$ cat config.mk
export PLATFORM = sky130hd
export DESIGN_NAME = sec_err_bank
export DESIGN_NICKNAME = d
export VERILOG_FILES = /design/src/sec_err_pkg.sv /design/src/sec_err_bank.sv
export SDC_FILE = /design/constraint.sdc
export NUM_CORES = 1
export LEC_CHECK = 0
export BUFFER_PORTS_ARGS = -buffer_cell sky130_fd_sc_hd__buf_2
export CORE_UTILIZATION = 37
export DETAILED_ROUTE_END_ITERATION = 6
export PLACE_DENSITY = 0.85
export SETUP_SLACK_MARGIN = 0.2
export SYNTH_ARGS = -nofsm -noshare
export SYNTH_HDL_FRONTEND = slang
export SYNTH_SLANG_ARGS = --single-unit
export TNS_END_PERCENT = 1
$ cat constraint.sdc
create_clock -name sys_clk -period 1.28 [get_ports sys_clk]
set_input_delay 0.192 -clock sys_clk [delete_from_list [all_inputs] [get_ports sys_clk]]
set_output_delay 0.192 -clock sys_clk [all_outputs]
set_load 0.005 [all_outputs]
$ cat src/sec_err_pkg.sv
// Purpose: Shared constants and carriers for the secondary bus error status and severity bank.
// Assumes: Configuration accesses arrive as single-cycle dword requests.
// Notes: Offsets are byte addresses within extended configuration space.
package sec_err_pkg;
    localparam logic [11:0] status_offset = 12'h12C;
    localparam logic [11:0] severity_offset = 12'h134;
    localparam logic [31:0] status_reset = 32'h0000_0000;
    localparam logic [31:0] severity_reset = 32'h0000_1340;
    // Bits that hold recorded events.
    localparam logic [31:0] status_live_mask = 32'h0000_1E8C;
    // Bits that software may store in the severity register.
    localparam logic [31:0] severity_write_mask = 32'h0000_3FEE;
    // Bits whose severity steers reporting.
    localparam logic [31:0] severity_effect_mask = 32'h0000_1E8C;
    localparam int system_error_bit = 12;
    localparam int parity_signal_bit = 11;
    localparam int delayed_timeout_bit = 10;
    localparam int address_parity_bit = 9;
    localparam int data_parity_bit = 7;
    localparam int initiator_abort_bit = 3;
    localparam int tgt_abort_bit = 2;

    typedef struct packed {
        logic system_error_seen;
        logic parity_signal_seen;
        logic delayed_timeout;
        logic address_parity_fault;
        logic data_write_parity;
        logic data_read_perr;
        logic initiator_abort;
        logic tgt_abort;
    } event_type;

    typedef struct packed {
        logic rd;
        logic wr;
        logic [11:0] addr;
        logic [31:0] wdata;
    } cfg_req_type;
endpackage

$ cat src/sec_err_bank.sv
// Purpose: Secondary bus uncorrectable error status and severity registers with fatal/nonfatal reporting.
// Assumes: Event inputs are one-cycle or level pulses synchronous to sys_clk.
// Notes: Read data appears one cycle after the read strobe; unmapped reads return zero.
// Summary of operation
// - Status bit 12 sets when SERR is seen active on the secondary bus.
// - Status bit 11 sets when PERR is seen active on the secondary bus.
// - Status bit 10 sets when a secondary delayed transaction discard timer expires.
// - Status bit 9 sets on an upstream address phase parity error.
// - Status bit 7 sets on write data parity error or PERR on read completion.
// - Status bit 3 sets when a bridge initiated PCI transaction master aborts.
// - Status bit 2 sets when a bridge initiated PCI transaction is target aborted.
// - Status bits 13, 8, 6, 5, 1, 0 are read-only zero.
// - Status bits 31:14 and 4 are read-only zero.
// - Writing one clears a status bit; zeros ignored; only reset clears otherwise.
// - Status and severity return to defaults on fundamental, global or power-on reset.
// - Severity one reports the condition fatal; zero reports it nonfatal.
// - Severity resets to 0000_1340h: SERR and address parity fatal by default.
// - Severity bits 13, 8, 6, 5, 1 are plain storage; bit 0 read-only.
// - Severity bits 31:14 and 4 are read-only zero.
`timescale 1ns/1ps
module sec_err_bank
    import sec_err_pkg::*;
(
    // Clock and resets.
    input wire logic sys_clk,
    input wire logic reset,
    input wire logic fundamental_reset_in,
    input wire logic global_reset_in,
    input wire logic power_on_reset_in,
    // Configuration access.
    input wire cfg_req_type cfg_req,
    output logic [31:0] cfg_rdata,
    output logic cfg_rvalid,
    // Secondary bus events.
    input wire event_type events,
    // Error reporting.
    output logic err_fatal,
    output logic err_nonfatal
);
    logic [31:0] status;
    logic [31:0] severity;
    logic [31:0] next_status;
    logic [31:0] next_severity;
    logic [31:0] next_rdata;
    logic [31:0] raised;
    logic [31:0] clear_bits;
    logic [31:0] reported;
    function automatic logic offset_hit(input logic [11:0] addr, input logic [11:0] offset);
        return addr == offset;
    endfunction

    function automatic logic any_selected(input logic [31:0] flags, input logic [31:0] sel);
        return |(flags & sel);
    endfunction

    wire any_reset = reset | fundamental_reset_in | global_reset_in | power_on_reset_in;
    wire hit_status = offset_hit(cfg_req.addr, status_offset);
    wire hit_severity = offset_hit(cfg_req.addr, severity_offset);
    wire write_status = cfg_req.wr && hit_status;
    wire write_severity = cfg_req.wr && hit_severity;

    always_comb begin
        raised = 32'h0000_0000;
        raised[system_error_bit] = events.system_error_seen;
        raised[parity_signal_bit] = events.parity_signal_seen;
        raised[delayed_timeout_bit] = events.delayed_timeout;
        raised[address_parity_bit] = events.address_parity_fault;
        raised[data_parity_bit] = events.data_write_parity | events.data_read_perr;
        raised[initiator_abort_bit] = events.initiator_abort;
        raised[tgt_abort_bit] = events.tgt_abort;
    end

    // A new event wins over a clear in the same cycle so nothing is lost.
    assign clear_bits = write_status ? cfg_req.wdata : 32'h0000_0000;
    assign next_status = ((status & ~clear_bits) | raised) & status_live_mask;
    assign next_severity = write_severity
        ? (cfg_req.wdata & severity_write_mask) : severity;
    assign next_rdata = (!cfg_req.rd) ? 32'h0000_0000 : hit_status ? status : hit_severity ? severity : 32'h0000_0000;
    assign reported = status & severity_effect_mask;

    always_ff @(posedge sys_clk) begin
        if (any_reset) begin
            status <= status_reset;
            severity <= severity_reset;
            cfg_rdata <= 32'h0000_0000;
            cfg_rvalid <= 1'b0;
            err_fatal <= 1'b0;
            err_nonfatal <= 1'b0;
        end else begin
            status <= next_status;
            severity <= next_severity;
            cfg_rdata <= next_rdata;
            cfg_rvalid <= cfg_req.rd;
            err_fatal <= any_selected(reported, severity);
            err_nonfatal <= any_selected(reported, ~severity);
        end
    end

    property p_set_serr;
        @(posedge sys_clk) disable iff (any_reset) events.system_error_seen |=> status[system_error_bit];
    endproperty
    a_set_serr: assert property (p_set_serr) else $error("SERR event not recorded.");

    property p_set_perr;
        @(posedge sys_clk) disable iff (any_reset) events.parity_signal_seen |=> status[parity_signal_bit];
    endproperty
    a_set_perr: assert property (p_set_perr) else $error("PERR event not recorded.");

    property p_set_timeout;
        @(posedge sys_clk) disable iff (any_reset) events.delayed_timeout |=> status[delayed_timeout_bit];
    endproperty
    a_set_timeout: assert property (p_set_timeout) else $error("Discard timeout not recorded.");

    property p_set_addr;
        @(posedge sys_clk) disable iff (any_reset) events.address_parity_fault |=> status[address_parity_bit];
    endproperty
    a_set_addr: assert property (p_set_addr) else $error("Address parity not recorded.");

    property p_set_data;
        @(posedge sys_clk) disable iff (any_reset)
            (events.data_write_parity || events.data_read_perr) |=> status[data_parity_bit];
    endproperty
    a_set_data: assert property (p_set_data) else $error("Data parity not recorded.");

    property p_set_master_abort;
        @(posedge sys_clk) disable iff (any_reset)
            events.initiator_abort |=> status[initiator_abort_bit];
    endproperty
    a_set_master_abort: assert property (p_set_master_abort) else $error("Master abort not recorded.");

    property p_set_tgt_abort;
        @(posedge sys_clk) disable iff (any_reset)
            events.tgt_abort |=> status[tgt_abort_bit];
    endproperty
    a_set_tgt_abort: assert property (p_set_tgt_abort) else $error("Target abort not recorded.");

    property p_zero_bits;
        @(posedge sys_clk) disable iff (any_reset)
            ((status & ~status_live_mask) == 32'h0000_0000) && ((severity & ~severity_write_mask) == 32'h0000_0000);
    endproperty
    a_zero_bits: assert property (p_zero_bits) else $error("Read-only zero bits became set.");

    property p_sticky;
        @(posedge sys_clk) disable iff (any_reset)
            status[system_error_bit] && !(cfg_req.wr && hit_status && cfg_req.wdata[system_error_bit])
            |=> status[system_error_bit];
    endproperty
    a_sticky: assert property (p_sticky) else $error("Status flag dropped without a clear.");

    property p_clear;
        @(posedge sys_clk) disable iff (any_reset)
            cfg_req.wr && hit_status && cfg_req.wdata[parity_signal_bit] && !events.parity_signal_seen
            |=> !status[parity_signal_bit];
    endproperty
    a_clear: assert property (p_clear) else $error("Write of one did not clear the flag.");

    property p_reset_val;
        @(posedge sys_clk) any_reset |=> severity == severity_reset && status == status_reset;
    endproperty
    a_reset_val: assert property (p_reset_val) else $error("Reset values wrong.");

    property p_fatal;
        @(posedge sys_clk) disable iff (any_reset)
            status[system_error_bit] && severity[system_error_bit] |=> err_fatal;
    endproperty
    a_fatal: assert property (p_fatal) else $error("Fatal condition not reported fatal.");

    property p_nonfatal;
        @(posedge sys_clk) disable iff (any_reset)
            status[tgt_abort_bit] && !severity[tgt_abort_bit] |=> err_nonfatal;
    endproperty
    a_nonfatal: assert property (p_nonfatal) else $error("Nonfatal condition not reported.");

    property p_set_wins;
        @(posedge sys_clk) disable iff (any_reset)
            write_status && cfg_req.wdata[tgt_abort_bit] && events.tgt_abort |=> status[tgt_abort_bit];
    endproperty
    a_set_wins: assert property (p_set_wins) else $error("Clear beat a new event in the same cycle.");

    property p_sticky_all;
        @(posedge sys_clk) disable iff (any_reset)
            1'b1 |=> (($past(status) & ~$past(clear_bits) & ~status) == 32'h0000_0000);
    endproperty
    a_sticky_all: assert property (p_sticky_all) else $error("A flag dropped without its clear.");

    property p_clear_all;
        @(posedge sys_clk) disable iff (any_reset)
            1'b1 |=> (($past(status) & $past(clear_bits) & ~$past(raised) & status) == 32'h0000_0000);
    endproperty
    a_clear_all: assert property (p_clear_all) else $error("A cleared flag stayed set.");

    property p_no_spurious;
        @(posedge sys_clk) disable iff (any_reset)
            1'b1 |=> ((status & ~$past(status) & ~$past(raised)) == 32'h0000_0000);
    endproperty
    a_no_spurious: assert property (p_no_spurious) else $error("A flag rose with no event.");

    property p_double_event;
        @(posedge sys_clk) disable iff (any_reset)
            events.tgt_abort && status[tgt_abort_bit] |=> status[tgt_abort_bit];
    endproperty
    a_double_event: assert property (p_double_event) else $error("Repeated event dropped the flag.");

    property p_zero_write;
        @(posedge sys_clk) disable iff (any_reset)
            write_status && (cfg_req.wdata == 32'h0000_0000) |=> (($past(status) & ~status) == 32'h0000_0000);
    endproperty
    a_zero_write: assert property (p_zero_write) else $error("Zero write cleared a flag.");

    property p_flag_level;
        @(posedge sys_clk) disable iff (any_reset)
            status[delayed_timeout_bit] && !write_status |=> status[delayed_timeout_bit];
    endproperty
    a_flag_level: assert property (p_flag_level) else $error("Timeout flag dropped on its own.");

    property p_data_read;
        @(posedge sys_clk) disable iff (any_reset)
            events.data_read_perr |=> status[data_parity_bit];
    endproperty
    a_data_read: assert property (p_data_read) else $error("Read completion parity not recorded.");

    property p_severity_hold;
        @(posedge sys_clk) disable iff (any_reset)
            !write_severity |=> severity == $past(severity);
    endproperty
    a_severity_hold: assert property (p_severity_hold) else $error("Severity changed without a write.");

    property p_severity_write;
        @(posedge sys_clk) disable iff (any_reset)
            write_severity |=> severity == ($past(cfg_req.wdata) & severity_write_mask);
    endproperty
    a_severity_write: assert property (p_severity_write) else $error("Severity write not stored.");

    property p_fatal_any;
        @(posedge sys_clk) disable iff (any_reset)
            ((status & severity_effect_mask & severity) != 32'h0000_0000) |=> err_fatal;
    endproperty
    a_fatal_any: assert property (p_fatal_any) else $error("Fatal flag not reported.");

    property p_nonfatal_any;
        @(posedge sys_clk) disable iff (any_reset)
            ((status & severity_effect_mask & ~severity) != 32'h0000_0000) |=> err_nonfatal;
    endproperty
    a_nonfatal_any: assert property (p_nonfatal_any) else $error("Nonfatal flag not reported.");

    property p_fatal_none;
        @(posedge sys_clk) disable iff (any_reset)
            ((status & severity_effect_mask & severity) == 32'h0000_0000) |=> !err_fatal;
    endproperty
    a_fatal_none: assert property (p_fatal_none) else $error("Fatal reported with no fatal flag.");

    property p_nonfatal_none;
        @(posedge sys_clk) disable iff (any_reset)
            ((status & severity_effect_mask & ~severity) == 32'h0000_0000) |=> !err_nonfatal;
    endproperty
    a_nonfatal_none: assert property (p_nonfatal_none) else $error("Nonfatal reported with no flag.");

    property p_addr_fatal;
        @(posedge sys_clk) disable iff (any_reset)
            status[address_parity_bit] && severity[address_parity_bit] |=> err_fatal;
    endproperty
    a_addr_fatal: assert property (p_addr_fatal) else $error("Address parity not reported fatal.");

    property p_perr_nonfatal;
        @(posedge sys_clk) disable iff (any_reset)
            status[parity_signal_bit] && !severity[parity_signal_bit] |=> err_nonfatal;
    endproperty
    a_perr_nonfatal: assert property (p_perr_nonfatal) else $error("PERR flag not reported nonfatal.");

    property p_reset_outputs;
        @(posedge sys_clk) any_reset |=> !err_fatal && !err_nonfatal && !cfg_rvalid && (cfg_rdata == 32'h0000_0000);
    endproperty
    a_reset_outputs: assert property (p_reset_outputs) else $error("Outputs not quiet after reset.");

    property p_read_status;
        @(posedge sys_clk) disable iff (any_reset)
            cfg_req.rd && hit_status |=> cfg_rvalid && (cfg_rdata == $past(status));
    endproperty
    a_read_status: assert property (p_read_status) else $error("Status read returned wrong data.");

    property p_read_severity;
        @(posedge sys_clk) disable iff (any_reset)
            cfg_req.rd && hit_severity |=> cfg_rvalid && (cfg_rdata == $past(severity));
    endproperty
    a_read_severity: assert property (p_read_severity) else $error("Severity read returned wrong data.");

    property p_read_unmapped;
        @(posedge sys_clk) disable iff (any_reset)
            cfg_req.rd && !hit_status && !hit_severity |=> cfg_rvalid && (cfg_rdata == 32'h0000_0000);
    endproperty
    a_read_unmapped: assert property (p_read_unmapped) else $error("Unmapped read returned data.");

    property p_rvalid_follow;
        @(posedge sys_clk) disable iff (any_reset)
            1'b1 |=> cfg_rvalid == $past(cfg_req.rd);
    endproperty
    a_rvalid_follow: assert property (p_rvalid_follow) else $error("Read valid did not follow the strobe.");

    property p_idle_data;
        @(posedge sys_clk) disable iff (any_reset)
            !cfg_req.rd |=> cfg_rdata == 32'h0000_0000;
    endproperty
    a_idle_data: assert property (p_idle_data) else $error("Read data not zero when idle.");

    c_serr_fatal: cover property (@(posedge sys_clk) events.system_error_seen ##2 err_fatal);
    c_clear: cover property (@(posedge sys_clk) status[tgt_abort_bit] ##1 !status[tgt_abort_bit]);
    c_sev_write: cover property (@(posedge sys_clk) cfg_req.wr && hit_severity);
    c_race: cover property (@(posedge sys_clk) cfg_req.wr && hit_status && |raised);
    c_nonfatal: cover property (@(posedge sys_clk) events.tgt_abort ##2 err_nonfatal);
endmodule

After elaboration in Yosys (flattened, before gate mapping)
Cells that the tools add are included.
{"block": "totals", "ff_bits": 54, "in_bits": 59, "output_inout_bits": 35, "word_cells": 27}
{"block": "op_classes", "eq_ne": 2, "n_mux": 3, "bitwise_logic": 11, "reduce_logical": 5}
{"operator": "$reduce_or A32 Y1", "n": 2}
{"operator": "$and A13 B32 Y32", "n": 1}
{"operator": "$not A14 Y32", "n": 1}
{"operator": "$mux W14", "n": 2}
{"operator": "$eq A12 B9 Y1 const B", "n": 2}
{"operator": "$and A13 B14 Y14", "n": 1}
{"operator": "$and A13 B13 Y13", "n": 1}
{"operator": "$mux W13", "n": 1}
{"operator": "$not A13 Y13", "n": 1}
{"operator": "$or A13 B13 Y13", "n": 1}
{"operator": "$or A1 B1 Y1", "n": 4}
{"operator": "$logic_and A1 B1 Y1", "n": 2}
{"operator": "$reduce_or A2 Y1", "n": 1}
{"operator": "$not A1 Y1", "n": 1}

Longest topological paths before layout
{"block": "logic_depth", "word_depth": 6, "depth_mapped": 5, "mapped_depth_nobuf": 4}

Worst setup path after synthesis
OpenSTA, ideal clock, no wires.
{"block": "synth_path", "path_kind": "input to register", "from": "input port fundamental_reset_in", "to": "register cfg_rdata[10]", "setup_ps": 60, "t_arrival_ps": 1328, "t_required_ps": 1220, "setup_slack_ps": -107, "stages": 4, "path_buffers": 1, "path_cell_list": "or4_4 > nor4b_4 > buf_4 > a22o_1"}
{"block": "synth_via", "elab_chain_len": 4}
{"element": "start: declaration", "line_no": "sec_err_bank.sv:27", "rtl": "input wire logic fundamental_reset_in,"}
{"element": "$or A1 B1 Y1 (3 in series)", "line_no": "sec_err_bank.sv:56", "rtl": "wire any_reset = reset | fundamental_reset_in | global_reset_in | power_on_reset_in;"}
{"element": "$reduce_or A2 Y1 (no source line)"}
{"element": "end signal: assignment", "line_no": "sec_err_bank.sv:92", "rtl": "cfg_rdata <= next_rdata;"}
{"element": "end: declaration", "line_no": "sec_err_bank.sv:32", "rtl": "output logic [31:0] cfg_rdata,"}
No other way between the ends.
A chain may end at the register's enable or synchronous reset.

Final worst setup path
Ends and elaborated chain as after synthesis.

==> impl_metrics.yaml <==
outcome:
  outcome: "finished, final reports clean"
worst_setup_path:
  critPathKind: "input pin to register"
  worstPathRequired_ns: 1.51
  reg2reg_from: "status[10]$_SDFF_PP0_"
  timing.reg2reg.setup_slack_ns: 0.30
  crit_path_end_kind: "register"
  r2r-end: "err_nonfatal$_SDFF_PP0_"
  reg2regPathDepth: 4
  cp_max_fo: 12
  cp.arrival_ns: 1.45
  startpoint_type: "input pin"
power:
  p_clk_frac: 0.440
  power.leakage_nw: 0.864
  swShare: 0.205
  irDropWorstVdd_v: 0.000467
  p_per_area_mw_per_mm2: 1150
  internal-power_w: 0.00171
  combinationalPowerShare: 0.064
  power.switching_w: 0.000441
  p_seq_frac: 0.496
  power_w: 0.00215
route:
  first_iter_violations: 46
  vias_per_cell: 4.81
  wirelength_um: 3280
  ant_nets: 0
  wl_per_cell_um: 12.0
  routed-via-count: 1307
  drc_errors: 0
  first_pass_iters: 4
synthesis:
  netlist_area_mm2: 0.00145
  synth.area.top_cells: "dfxtp_1, buf_4, o21ai_0"
  synth_mux_area_frac: 0
  synth_compound_area_frac: 0.180
  yosys.area_share.simple: 0.187
  synth_fa_ha_area_frac: 0
  synth_top_family_by_area: "simple AND/OR/NAND/NOR gates"
  synth_xor_area_frac: 0
  yosysSeqAreaShare: 0.470
  ys_warn_count: 0
  synth_area_per_cell_um2: 9.06
  synth-seq-cells: 34
  yosysTopAreaCell: "dfxtp_1"
  yosys.cell_types.count: 27
  postSynthCellCount: 160
  synth_top_area_frac: 0.470
cts:
  path_clk_slew_ns: 0.07
  cts_made_buffers: 5
  clkSinkCount: 34
  tritoncts: "yes"
  clockBufferDepth: 2
  clockRootBuffer: "clkbuf_8"
  post_cts_buffers: 0
  holdBufCountCts: 0
  clk_latency_ns: 0.28
  htree_levels: 2
global_routing:
  grt_overflow: 0
  antenna_found_initial: 0
  grt_pass1_vias: 1303
  grt_pass1_wl_um: 5380
  gr-usage-all-layers: 0.171
  grt_max_degree: 25
place:
  port_buffers: 53
  place_congestion: 0.819
  hpwl_um: 2340
  dp_slack_ns: -0.284
  dp_cells: 264
floorplan:
  core_area_mm2: 0.00372
  ios: 94
  die_h_um: 64.6
  start_util: 0.390
  dieArea_mm2: 0.00417
  rows: 22
  fp.dieW_um: 64.6
final_layout:
  antenna_cells: 0
  nets: 282
  syn2layout_area_growth_pct: 29.6
  finalNonFillerCells: 272
  post-route-util: 0.505
  drive_above_1_share: 0.339
  fill_cells: 363
sta:
  setup_ws_ns: 0.0556
  hold_violations: 0
  setup_violations: 0
  slew_violations: 0
  clock_skew_ns: 0.00354
  finalCritPeriodShare: 0.957
  holdWs_ns: 0.101
  rsz0062_at_grt: "yes"
  clock.fmax_mhz: 817
  min_period_ns: 1.22
worst_hold_path:
  hold_path_depth: 2
  min_path_type: "input pin to register"
  min_to: "status[3]$_SDFF_PP0_"
  min-delay-start: "cfg_req[3]"
run:
  maxCapViolCount: 0
[worst max path at each step]
stage                                     from                        to  slack [ns]
after floorplan           fundamental_reset_in  cfg_rdata[10]$_SDFF_PP0_       -0.11
after global placement             cfg_req[41]   cfg_rdata[3]$_SDFF_PP0_       -0.25
after detailed placement           cfg_req[41]  cfg_rdata[10]$_SDFF_PP0_       -0.28
after CTS                 fundamental_reset_in  cfg_rdata[10]$_SDFF_PP0_        0.07
after global routing      fundamental_reset_in   cfg_rdata[3]$_SDFF_PP0_        0.03
final                     fundamental_reset_in  cfg_rdata[10]$_SDFF_PP0_        0.06
[layer usage]
layer  wire length (um)  up-vias  global-route usage  part of all wire
met3                206       10              0.0599             0.063
met5                  0        -                   0                 0
met2               1660       63               0.308              0.51
met1               1330      588               0.175              0.41
li1                   -      646                   -                 -
met4                 72        0              0.0778             0.022
[what timing repair did]
item	CTS	global route
setup endpoints to repair	24	28
endpoints found under the hold margin	0	0
pin swaps	1	0
resized for setup	3	1
[cell usage in the layout (no fill, tap or decap)]
master,netlist,layout
a21oi_1,4,4
a221oi_1,1,1
a222oi_1,2,2
a22o_1,7,7
a22oi_1,2,2
a311oi_1,1,1
a31oi_1,8,8
and2_1,5,5
and4b_1,1,1
buf_2,0,53
buf_4,21,9
buf_6,0,1
bufinv_16,0,1
clkbuf_1,5,2
clkbuf_8,0,5
conb_1,1,20
dfxtp_1,34,34
inv_1,15,15
nand2_1,11,10
nand2_2,0,1
nand3_1,8,8
nand4_1,2,2
nor2_1,5,5
nor2b_1,1,1
nor3_1,5,5
nor4_2,1,1
nor4_4,0,1
nor4b_2,0,1
nor4b_4,2,2
o21ai_0,14,14
o22ai_1,1,1
or4_4,1,1
[cell type report]
cell class,count,area (um^2),share of cell area
Tap cell,48,60.1,0.0320
Timing Repair Buffer,63,344,0.183
Clock inverter,1,30.0,0.0160
Sequential cell,34,681,0.362
Clock buffer,7,76.3,0.0406
Inverter,15,56.3,0.0300
Multi-Input combinational cell,104,631,0.336
[worst max-delay path: stages]
cell and delay [ns]:
buf_2 0.11, or4_4 0.54, nor4b_4 0.28, buf_6 0.18, a22o_1 0.15
[stage by stage]
step / instance area (um^2) / TNS [ns]
after floorplan: 1520 / -1.35
after global placement: 1750 / -4.63
after detailed placement: 1750 / -5.25
after CTS: 1880 / 0
after global routing: 1880 / 0
final: 1880 / 0
[cells in the mapped netlist, drive strengths merged]
library cell	count
a31oi	8
a22o	7
nand3	8
nand2	11
buf	21
a222oi	2
nor2b	1
a311oi	1
or4	1
a21oi	4
a22oi	2
and2	5
nor2	5
and4b	1
dfxtp	34
conb	1
o22ai	1
nor4	2
inv	15
clkbuf	5
a221oi	1
nor3	5
nand4	2
o21ai	14
nor4b	3
[power by group through the flow]
stage	Combinational (W)	Clock (W)	Sequential, W
after floorplan	0.0000908	0	0.00109
after global placement	0.000129	0	0.00109
after detailed placement	0.000133	0	0.00109
final	0.000139	0.000947	0.00107
after global routing	0.000155	0.00101	0.00107
after CTS	0.000137	0.000965	0.00107
[cell families after synthesis]
| logic type | Yosys count |
|---|---|
| compound gates | 40 |
| buf+inv | 41 |
| flops | 34 |
| other cells | 1 |
| simple gates | 44 |
[flip-flops by register name, indices dropped and copies added, names as in the netlist]
register,flops
cfg_rvalid,1
severity,12
err_nonfatal,1
err_fatal,1
cfg_rdata,12
status,7
Note: power is estimated with default switching activity, not from simulation.
